[src/adc_ctrl_pkg.sv]
// Constants shared by the converter sequencing control and its clock prescaler.
// Assumes a 32-bit APB register bus with byte addresses and 8-bit registers.
package adc_ctrl_pkg;

    // Register byte offsets on the APB bus.
    localparam int         ADDR_W   = 8;
    localparam logic [7:0] OFS_SC   = 8'h00;
    localparam logic [7:0] OFS_RES  = 8'h04;
    localparam logic [7:0] OFS_CLK  = 8'h08;
    localparam logic [7:0] OFS_EVT  = 8'h0C;
    localparam logic [7:0] OFS_MASK = 8'h10;

    // Status/control and event register field positions.
    localparam int SC_FLAG_BIT   = 7;
    localparam int SC_IRQ_EN_BIT = 6;
    localparam int SC_CONT_BIT   = 5;
    localparam int EVT_DONE_BIT  = 0;

    // Channel codes with a special meaning.
    localparam logic [4:0] CH_LAST_EXT  = 5'h06;
    localparam logic [4:0] CH_REF_HIGH  = 5'h1D;
    localparam logic [4:0] CH_REF_LOW   = 5'h1E;
    localparam logic [4:0] CH_POWER_OFF = 5'h1F;

    // Results forced for the reference inputs.
    localparam logic [7:0] RES_REF_HIGH = 8'hFF;
    localparam logic [7:0] RES_REF_LOW  = 8'h00;

    // Reset values.
    localparam logic [4:0] CH_RESET     = 5'h1F;
    localparam logic [2:0] PRESC_RESET  = 3'h0;
    localparam logic [7:0] RES_RESET    = 8'h00;

    // Converter clock periods in one conversion and in the settle interval.
    localparam logic [4:0] CONV_TICKS = 5'h10;

    // Prescaler terminal counts for divide by 1, 2, 4, 8 and 16.
    localparam logic [3:0] DIV1_LAST  = 4'h0;
    localparam logic [3:0] DIV2_LAST  = 4'h1;
    localparam logic [3:0] DIV4_LAST  = 4'h3;
    localparam logic [3:0] DIV8_LAST  = 4'h7;
    localparam logic [3:0] DIV16_LAST = 4'hF;

    // Sequencer states.
    typedef enum logic [2:0] {
        ST_IDLE   = 3'b001,
        ST_SETTLE = 3'b010,
        ST_CONV   = 3'b100
    } seq_state_t;

endpackage

[src/adc_clock_prescaler.sv]
// Converter clock prescaler: one-cycle tick every 1, 2, 4, 8 or 16 bus clocks.
// Assumes the prescale code and restart come from logic on the same clock.
`timescale 1ns/1ns
module adc_clock_prescaler (
    // Clock and reset.
    input  wire logic       SYS_CLK_IN,
    input  wire logic       SYS_RST_IN,
    // Control.
    input  wire logic [2:0] PRESCALE_IN,
    input  wire logic       RESTART_IN,
    // Converter clock tick.
    output logic            TICK_OUT
);

    typedef struct packed {
        logic [3:0] cnt;
        logic       tick;
    } presc_state_t;

    localparam presc_state_t PRESC_RST = '{cnt: 4'h0, tick: 1'b0};

    presc_state_t st_q;
    presc_state_t st_d;

    // Maps the prescale code to the last count of one converter period.
    function automatic logic [3:0] div_last(input logic [2:0] code);
        logic [3:0] r;
        r = adc_ctrl_pkg::DIV16_LAST;
        case (code)
            3'h0:    r = adc_ctrl_pkg::DIV1_LAST;
            3'h1:    r = adc_ctrl_pkg::DIV2_LAST;
            3'h2:    r = adc_ctrl_pkg::DIV4_LAST;
            3'h3:    r = adc_ctrl_pkg::DIV8_LAST;
            default: r = adc_ctrl_pkg::DIV16_LAST;
        endcase
        return r;
    endfunction

    // Counts bus clocks and emits a tick at the end of each period.
    always_comb begin
        st_d      = st_q;
        st_d.tick = 1'b0;
        if (RESTART_IN) begin
            st_d.cnt = 4'h0;
        end else if (st_q.cnt >= div_last(PRESCALE_IN)) begin
            st_d.cnt  = 4'h0;
            st_d.tick = 1'b1;
        end else begin
            st_d.cnt = st_q.cnt + 4'h1;
        end
    end

    // Registers the prescaler state.
    always_ff @(posedge SYS_CLK_IN) begin
        if (SYS_RST_IN) begin
            st_q <= PRESC_RST;
        end else begin
            st_q <= st_d;
        end
    end

    assign TICK_OUT = st_q.tick;

endmodule

[src/adc_sequencing_control.sv]
// Sequencing control around an 8-bit successive-approximation converter.
// Assumes an APB master on SYS_CLK_IN and an analog core that presents its
// code asynchronously on SAMPLE_CODE_IN.
//
// How it works
// - With interrupt enable set, each finished conversion raises the interrupt.
// - Result read or status/control write drops a pending interrupt.
// - Reset clears interrupt enable and continuous mode.
// - Continuous mode converts back to back, loading the result each time.
// - Single mode does one conversion per status/control write.
// - Channel codes 0 to 6 pick external inputs 0 to 6.
// - Codes 29 and 30 convert the high and low reference levels.
// - Codes 7 to 28 are unused and give an undefined result.
// - Channel code all ones powers the converter down.
// - First period after power-off is a settle interval, no result.
// - One 8-bit result register loaded at every completion.
// - Prescale code divides the bus clock by 1, 2, 4, 8 or 16.
// - Any status/control write with a channel code other than all ones starts a conversion.
// - A conversion lasts 16 to 17 converter clock periods.
// - Without interrupts, completion sets the flag; write or read clears it.
// - Continuous mode overwrites an unread result.
//
// The address map and the APB register port were left to the implementer.
`timescale 1ns/1ns
module adc_sequencing_control (
    // Clock and reset.
    input  wire logic        SYS_CLK_IN,
    input  wire logic        SYS_RST_IN,
    // APB slave.
    input  wire logic        PSEL_IN,
    input  wire logic        PENABLE_IN,
    input  wire logic        PWRITE_IN,
    input  wire logic [7:0]  PADDR_IN,
    input  wire logic [31:0] PWDATA_IN,
    output logic [31:0]      PRDATA_OUT,
    output logic             PREADY_OUT,
    output logic             PSLVERR_OUT,
    // Analog core.
    input  wire logic [7:0]  SAMPLE_CODE_IN,
    output logic [4:0]       CHANNEL_SEL_OUT,
    output logic             POWER_DOWN_OUT,
    output logic             CONV_ACTIVE_OUT,
    // Interrupt.
    output logic             IRQ_OUT
);

    typedef struct packed {
        adc_ctrl_pkg::seq_state_t fsm;
        logic [4:0]               ticks;
        logic                     conv_irq_enable;
        logic                     continuous_conv;
        logic [4:0]               input_channel_select;
        logic                     conv_complete_flag;
        logic [7:0]               result;
        logic [2:0]               conv_clock_prescale;
        logic                     evt;
        logic                     mask;
        logic                     irq_pend;
        logic                     settled;
        logic [7:0]               samp_meta;
        logic [7:0]               samp_sync;
        logic [31:0]              prdata;
    } ctrl_state_t;

    localparam ctrl_state_t CTRL_RST = '{
        fsm:                  adc_ctrl_pkg::ST_IDLE,
        ticks:                5'h00,
        conv_irq_enable:      1'b0,
        continuous_conv:      1'b0,
        input_channel_select: adc_ctrl_pkg::CH_RESET,
        conv_complete_flag:   1'b0,
        result:               adc_ctrl_pkg::RES_RESET,
        conv_clock_prescale:  adc_ctrl_pkg::PRESC_RESET,
        evt:                  1'b0,
        mask:                 1'b0,
        irq_pend:             1'b0,
        settled:              1'b0,
        samp_meta:            8'h00,
        samp_sync:            8'h00,
        prdata:               32'h0000_0000
    };

    ctrl_state_t st_q;
    ctrl_state_t st_d;
    logic        tick;
    logic        acc;
    logic        sc_wr;
    logic        res_rd;
    logic        done;
    logic        period_end;
    logic        restart;

    // True for every offset that holds a register.
    function automatic logic addr_hit(input logic [7:0] a);
        return (a == adc_ctrl_pkg::OFS_SC) || (a == adc_ctrl_pkg::OFS_RES) ||
               (a == adc_ctrl_pkg::OFS_CLK) || (a == adc_ctrl_pkg::OFS_EVT) ||
               (a == adc_ctrl_pkg::OFS_MASK);
    endfunction

    // Builds the status/control byte.
    function automatic logic [7:0] sc_byte(input ctrl_state_t s);
        logic [7:0] b;
        b = {3'h0, s.input_channel_select};
        b[adc_ctrl_pkg::SC_FLAG_BIT]   = s.conv_complete_flag;
        b[adc_ctrl_pkg::SC_IRQ_EN_BIT] = s.conv_irq_enable;
        b[adc_ctrl_pkg::SC_CONT_BIT] = s.continuous_conv;
        return b;
    endfunction

    // Picks the code loaded at completion for the selected channel.
    function automatic logic [7:0] conv_value(input logic [4:0] ch, input logic [7:0] core);
        logic [7:0] v;
        v = core;
        if (ch == adc_ctrl_pkg::CH_REF_HIGH) begin
            v = adc_ctrl_pkg::RES_REF_HIGH;
        end else if (ch == adc_ctrl_pkg::CH_REF_LOW) begin
            v = adc_ctrl_pkg::RES_REF_LOW;
        end
        return v;
    endfunction

    // Converter clock ticks from the prescaler.
    adc_clock_prescaler u_presc (
        .SYS_CLK_IN  (SYS_CLK_IN),
        .SYS_RST_IN  (SYS_RST_IN),
        .PRESCALE_IN (st_q.conv_clock_prescale),
        .RESTART_IN  (restart),
        .TICK_OUT    (tick)
    );

    // Bus decode and sequencer events.
    assign acc        = PSEL_IN && PENABLE_IN;
    assign sc_wr      = acc && PWRITE_IN && (PADDR_IN == adc_ctrl_pkg::OFS_SC);
    assign res_rd     = acc && !PWRITE_IN && (PADDR_IN == adc_ctrl_pkg::OFS_RES);
    assign period_end = tick && (st_q.ticks == (adc_ctrl_pkg::CONV_TICKS - 5'h01));
    assign done       = (st_q.fsm == adc_ctrl_pkg::ST_CONV) && period_end;
    assign restart    = sc_wr;

    // Next-state logic for sequencer, registers, flags and read data.
    always_comb begin
        st_d           = st_q;
        st_d.samp_meta = SAMPLE_CODE_IN;
        st_d.samp_sync = st_q.samp_meta;
        // Sequencer advance on converter clock ticks.
        case (st_q.fsm)
            adc_ctrl_pkg::ST_IDLE: begin
                st_d.ticks = 5'h00;
            end
            adc_ctrl_pkg::ST_SETTLE: begin
                if (tick) begin
                    st_d.ticks = st_q.ticks + 5'h01;
                end
                if (period_end) begin
                    st_d.fsm     = adc_ctrl_pkg::ST_CONV;
                    st_d.ticks   = 5'h00;
                    st_d.settled = 1'b1;
                end
            end
            adc_ctrl_pkg::ST_CONV: begin
                if (tick) begin
                    st_d.ticks = st_q.ticks + 5'h01;
                end
                if (done) begin
                    st_d.ticks  = 5'h00;
                    st_d.result = conv_value(st_q.input_channel_select,
                                             st_q.samp_sync);
                    if (st_q.continuous_conv) begin
                        st_d.fsm = adc_ctrl_pkg::ST_CONV;
                    end else begin
                        st_d.fsm = adc_ctrl_pkg::ST_IDLE;
                    end
                end
            end
            default: begin
                st_d.fsm   = adc_ctrl_pkg::ST_IDLE;
                st_d.ticks = 5'h00;
            end
        endcase
        // Register writes; a status/control write restarts the sequencer.
        if (acc && PWRITE_IN) begin
            case (PADDR_IN)
                adc_ctrl_pkg::OFS_SC: begin
                    st_d.conv_irq_enable      = PWDATA_IN[adc_ctrl_pkg::SC_IRQ_EN_BIT];
                    st_d.continuous_conv      = PWDATA_IN[adc_ctrl_pkg::SC_CONT_BIT];
                    st_d.input_channel_select = PWDATA_IN[4:0];
                    st_d.ticks                = 5'h00;
                    if (PWDATA_IN[4:0] == adc_ctrl_pkg::CH_POWER_OFF) begin
                        st_d.fsm     = adc_ctrl_pkg::ST_IDLE;
                        st_d.settled = 1'b0;
                    end else if (st_q.settled) begin
                        st_d.fsm = adc_ctrl_pkg::ST_CONV;
                    end else begin
                        st_d.fsm = adc_ctrl_pkg::ST_SETTLE;
                    end
                end
                adc_ctrl_pkg::OFS_CLK: begin
                    st_d.conv_clock_prescale = PWDATA_IN[2:0];
                end
                adc_ctrl_pkg::OFS_EVT: begin
                    if (PWDATA_IN[adc_ctrl_pkg::EVT_DONE_BIT]) begin
                        st_d.evt = 1'b0;
                    end
                end
                adc_ctrl_pkg::OFS_MASK: begin
                    st_d.mask = PWDATA_IN[adc_ctrl_pkg::EVT_DONE_BIT];
                end
                default: begin
                    st_d.mask = st_q.mask;
                end
            endcase
        end
        // Completion flag and pending request: clear on status/control write or result read, set wins.
        if (sc_wr || res_rd) begin
            st_d.conv_complete_flag = 1'b0;
            st_d.irq_pend           = 1'b0;
        end
        if (done && !st_q.conv_irq_enable) begin
            st_d.conv_complete_flag = 1'b1;
        end
        if (done && st_q.conv_irq_enable) begin
            st_d.irq_pend = 1'b1;
        end
        if (done) begin
            st_d.evt = 1'b1;
        end
        // Read data is captured in the setup phase.
        if (PSEL_IN && !PENABLE_IN) begin
            case (PADDR_IN)
                adc_ctrl_pkg::OFS_SC:   st_d.prdata = {24'h00_0000, sc_byte(st_q)};
                adc_ctrl_pkg::OFS_RES:  st_d.prdata = {24'h00_0000, st_q.result};
                adc_ctrl_pkg::OFS_CLK:  st_d.prdata = {29'h0000_0000, st_q.conv_clock_prescale};
                adc_ctrl_pkg::OFS_EVT:  st_d.prdata = {31'h0000_0000, st_q.evt};
                adc_ctrl_pkg::OFS_MASK: st_d.prdata = {31'h0000_0000, st_q.mask};
                default:                st_d.prdata = 32'h0000_0000;
            endcase
        end
    end

    // Registers the whole control state.
    always_ff @(posedge SYS_CLK_IN) begin
        if (SYS_RST_IN) begin
            st_q <= CTRL_RST;
        end else begin
            st_q <= st_d;
        end
    end

    // Bus answers with no wait states; unmapped offsets report an error.
    assign PREADY_OUT  = 1'b1;
    assign PSLVERR_OUT = acc && !addr_hit(PADDR_IN);
    assign PRDATA_OUT  = st_q.prdata;

    // Analog core controls and interrupt line.
    assign CHANNEL_SEL_OUT = st_q.input_channel_select;
    assign POWER_DOWN_OUT  = (st_q.input_channel_select == adc_ctrl_pkg::CH_POWER_OFF);
    assign CONV_ACTIVE_OUT = (st_q.fsm != adc_ctrl_pkg::ST_IDLE);
    assign IRQ_OUT         = st_q.irq_pend || (st_q.evt && st_q.mask);
endmodule
[config.mk]
export PLATFORM = sky130hd
export DESIGN_NAME = adc_sequencing_control
export DESIGN_NICKNAME = d
export VERILOG_FILES = /design/src/adc_ctrl_pkg.sv /design/src/adc_clock_prescaler.sv /design/src/adc_sequencing_control.sv
export SDC_FILE = /design/constraint.sdc
export NUM_CORES = 1
export LEC_CHECK = 0
export BUFFER_PORTS_ARGS = -buffer_cell sky130_fd_sc_hd__buf_2
export CORE_MARGIN = 4
export CORE_UTILIZATION = 54
export DETAILED_ROUTE_END_ITERATION = 6
export GPL_ROUTABILITY_DRIVEN = 0
export PLACE_DENSITY = 0.85
export SLEW_MARGIN = 5
export SYNTH_ARGS = -nofsm -noshare
export SYNTH_HDL_FRONTEND = slang
export SYNTH_SLANG_ARGS = --single-unit
export TNS_END_PERCENT = 20
[constraint.sdc]
create_clock -name SYS_CLK_IN -period 4.4 [get_ports SYS_CLK_IN]
set_input_delay 0.66 -clock SYS_CLK_IN [delete_from_list [all_inputs] [get_ports SYS_CLK_IN]]
set_output_delay 0.66 -clock SYS_CLK_IN [all_outputs]
set_load 0.05 [all_outputs]
== After elaboration in Yosys (flattened, before gate mapping) ==
Cells that the tools add are included.
Storage, ports and cells
  memories kept: 0
  register bits: 84
  RAM bits: 0
  ROM bits: 0
  word-level logic and storage cells: 101
  bits of input ports: 53
  latch bits: 0
Operators by class
  mux-type cells: 29
  div/mod/pow operators: 0
  add/subtract/negate cells: 2
  bitwise operators: 0
  shifts and indexed selects: 0
  equality and inequality tests: 16
  order comparisons: 1
  multiply operators: 0
  reductions and logical operators: 36
Operators by type and width (number)
  $pmux 8 s5: 1
  $mux 8: 4
  $mux 15: 2
  $eq 5x5->1 const B: 4
  $eq 8x4->1 const B: 2
  $pmux 4 s4: 1
  $mux 1: 13
  $logic_and 1x1->1: 12
  $pmux 5 s2: 1
  $reduce_bool 2->1: 5
  $eq 3x2->1 const B: 3
  $mux 3: 3
  $pmux 3 s3: 1
  $eq 8x3->1 const B: 1
  $eq 8x5->1 const B: 1
  $logic_not 8->1: 1
  $reduce_and 2->1: 4
  $eq 3x1->1 const B: 2
  $logic_or 1x1->1: 6
  $add 5x1->5 const B: 1
  $eq 5x4->1 const B: 1
  $mux 5: 1
  $add 4x1->4 const B: 1
  $ge 4x4->1: 1
  other kinds (9): 12

== Longest topological paths before layout ==
  depth after elaboration: 7
  mapped depth: 7
  mapped depth without buffers: 7

== By module ==
From an unflattened synthesis, not the netlist that was laid out.
Unflattened totals
  cell total of the unflattened synthesis: 321
  area, all modules: 2869.0 µm²
By module, submodules not included
  adc_sequencing_control: area an instance 2571.2 µm², cells each 292, times used 1
  adc_clock_prescaler: area an instance 297.8 µm², cells each 29, times used 1

== Least setup slack after synthesis ==
OpenSTA, ideal clock, no wires.
  path type: input to output
  from: input port PADDR_IN[2]
  to: output port PSLVERR_OUT
  stages on the path: 4
  required time: 3.740 ns
  buffers on the path: 1
  setup slack: 1.654 ns
  arrival: 2.086 ns
  cell sequence: buf_2 > nor2_1 > and3_1 > nor3_1
On the way
  longest elaborated chain between the ends: 7
RTL lines
  start, declared: line adc_sequencing_control.sv:33  | input wire logic [7:0] PADDR_IN,
  $eq 8x3->1 / $logic_not 8->1 (equally long branches): line adc_sequencing_control.sv:95  | return (a == adc_ctrl_pkg::OFS_SC) || (a == adc_ctrl_pkg::OFS_RES) ||
  $logic_or 1x1->1 (2 in a row): line adc_sequencing_control.sv:95
  $logic_or 1x1->1: line adc_sequencing_control.sv:96  | (a == adc_ctrl_pkg::OFS_CLK) || (a == adc_ctrl_pkg::OFS_EVT) ||
  $logic_or 1x1->1 *: line adc_sequencing_control.sv:96
  $logic_not 1->1 *: line adc_sequencing_control.sv:250  | assign PSLVERR_OUT = acc && !addr_hit(PADDR_IN);
  $logic_and 1x1->1 *: line adc_sequencing_control.sv:250
  end, declared: line adc_sequencing_control.sv:37  | output logic PSLVERR_OUT,
Every way passes the cells marked *; elsewhere a longest branch is shown, timed or not.

== Final worst setup path ==
  from: input port PADDR_IN[1]
  to: output port PSLVERR_OUT
Same word-level chain as after synthesis.

==> flow_summary.toml <==
[critical_path]
cp_cell_sequence = "buf_2, or4_4, nor2_1, and3_1, nor3_1, buf_2"
crit_family = "simple AND/OR/NAND/NOR gates"
crit_type = "primary input to output pin"
crit_slowest_cell = "or4_4"
worstPathRequired_ps = 3740
end_kind = "output pin"
slowest_delay_ps = 580
worst_path_most_repeated_cell = "buf_2"
cp_max_fo = 4
crit_buf_inv = 2
arrival_ps = 1950
cp-start-kind = "primary input"

[logic_synthesis]
yosys_warnings = 0
ys_seq_elements = 60
ys_top_cells_by_area = "dfxtp_1, buf_4, nor2b_1"
synthArstFlopShare = 0
yosysTopAreaCell = "dfxtp_1"
synth_area_per_cell_sq_um = 9.11
synth_common_cells = "dfxtp_1, buf_4, nor2_1"
synth_top_area_frac = 0.420
ys_seq_area_frac = 0.420
synth_most_common_cell = "dfxtp_1"
synth_area_sq_mm = 0.00286
yosys_most_used_dff = "dfxtp_1"
syn_inst = 314
synth_cell_type_count = 51
synth_edf_count = 0

[floorplanning]
die-area_sq_mm = 0.00653
core_area_sq_mm = 0.00511
ios = 95
row_count = 26
die_h_um = 80.8
die_x_um = 80.8
start_util = 0.560

[finish]
final_area_sq_mm = 0.00310
n_fill_cell = 460
drive_gt1_frac = 0.208
nets = 401
antennaDiodeCount = 0
areaGrowthSynthToFinish_pct = 8.31

[clock_tree]
post_cts_buffers = 0
cts_hold_buffers = 0
cts_tree = "yes"
path_clk_slew_ps = 70
numClockSinks = 60
cts_made_buffers = 9
clkLatencyLatePin_ps = 340
cts_resized = 0
cts_htree_levels = 3
clockBufferDepth = 2
root_buffer = "clkbuf_8"

[sta]
fmax_mhz = 383
holdWs_ps = 435
slew_viol_final = 0
hold_viol_final = 0
tightest_slew_ps = 890
finalSetupTns_ps = 0
fin_crit_sh = 0.594
rsz0062_at_grt = "no"
min_period_ps = 2610
fin_skew_ps = 9.46
relSlewSlack = 0.407
setup_violations = 0

[route]
ant_nets = 0
avgRoutedWirePerCell_um = 13.2
drc = 0
wirelength_um = 5490
drt-initial-drc-count = 186
drt_pre_antenna_iters = 4
vias = 2137
routed_via_density = 5.14

[pwr]
p_total_uw = 1140
ir_worst_vdd_uv = 172
p_per_area_mw_per_mm2 = 368
p_leak_uw = 0.00130

[grt]
grtUsageTotal = 0.181
antenna_found_initial = 0
grt_max_degree = 54
grt_pass1_wl_um = 9090
grt.overflow.total = 0
grt_pass1_vias = 2029

[placement]
dp_hpwl_um = 3970
portBuffers = 44
detailed_place.area_sq_mm = 0.00291

[worst_hold_path]
worstHoldPathType = "flop to flop"

[run_status]
status = "finished clean"

[job]
max_cap_viol_count = 0
-- cells by family after synthesis --
| logic type | share of synthesized area |
|---|---|
| AND/OR/NAND/NOR | 0.226 |
| flip-flops | 0.420 |
| buffers and inverters | 0.129 |
| AO/OA/AOI/OAI | 0.119 |
| multiplexers | 0.0547 |
| adder cells (fa/ha/maj) | 0.0306 |
| XOR/XNOR | 0.0184 |
| other | 0.00262 |
-- where the power goes --
| group | total (uW) | internal [uW] | leakage [uW] | switching [uW] |
|---|---|---|---|---|
| Sequential | 553 | 550 | 0.000487 | 2.46 |
| Combinational | 102 | 22.1 | 0.000709 | 79.5 |
| Clock | 485 | 276 | 0.000100 | 208 |
| Total | 1140 | 849 | 0.00130 | 290 |
-- layout by cell type, fill, tap and decap left out, types with 2 or more instances in the layout --
cell	Yosys	layout
nor4_1	3	3
or3_1	2	2
a31oi_1	2	2
nor2_1	35	35
nand3_1	8	8
inv_1	5	5
o2bb2ai_1	2	2
a21oi_1	10	10
xor2_1	3	3
clkbuf_8	0	10
a211oi_1	8	8
mux2i_1	10	10
nand2b_1	7	7
clkbuf_1	6	2
o22ai_1	2	2
xnor2_1	3	3
nand4_1	3	3
nor3_1	2	2
ha_1	7	7
or3b_2	2	2
buf_2	3	44
a22o_1	2	2
conb_1	2	25
clkinv_2	0	2
dfxtp_1	60	60
nand2_1	20	20
a22oi_1	5	5
mux2_2	5	5
a211o_1	5	5
and3_1	4	4
o21ai_0	6	6
nor2b_1	23	23
-- through the flow --
stage                     std cells   util  setup slack, ps
after floorplan                 337      -             1650
after global placement          400  0.569             1790
after detailed placement        400  0.569             1780
after CTS                       416  0.607             1780
after global routing            416  0.607             1730
final                           416  0.607             1790
-- final timing paths --
kind,startpoint,slack [ps],to,depth (start not counted)
max,PADDR_IN[1],1790,PSLVERR_OUT,6
min,st_d[34],430,st_q[34],1
max reg2reg,st_q[71],2270,st_q[55],7
min reg2reg,st_d[34],430,st_q[34],1
-- layout make-up --
type                            count  area [sq um]  share of cell area
Clock buffer                       12           145              0.0468
Timing Repair Buffer               44           220              0.0711
Tap cell                           70          87.6              0.0283
Inverter                            5          18.8             0.00606
Clock inverter                      4          48.8              0.0157
Multi-Input combinational cell    221          1380               0.444
Sequential cell                    60          1200               0.388
-- metal layers --
layer / vias to the layer above / track usage / routed length (um)
met5: - / 0 / 0
met4: 0 / 0.0997 / 121
met3: 13 / 0.0576 / 396
met2: 74 / 0.286 / 2550
met1: 982 / 0.218 / 2420
li1: 1068 / - / -
-- state kept, by name, summed over array words and instances (netlist names) --
name,cells
st_d,8
CHANNEL_SEL_OUT,5
u_presc.TICK_OUT,1
st_q,34
PRDATA_OUT,8
u_presc.st_q,4
Power figures use the tool's default switching activity.
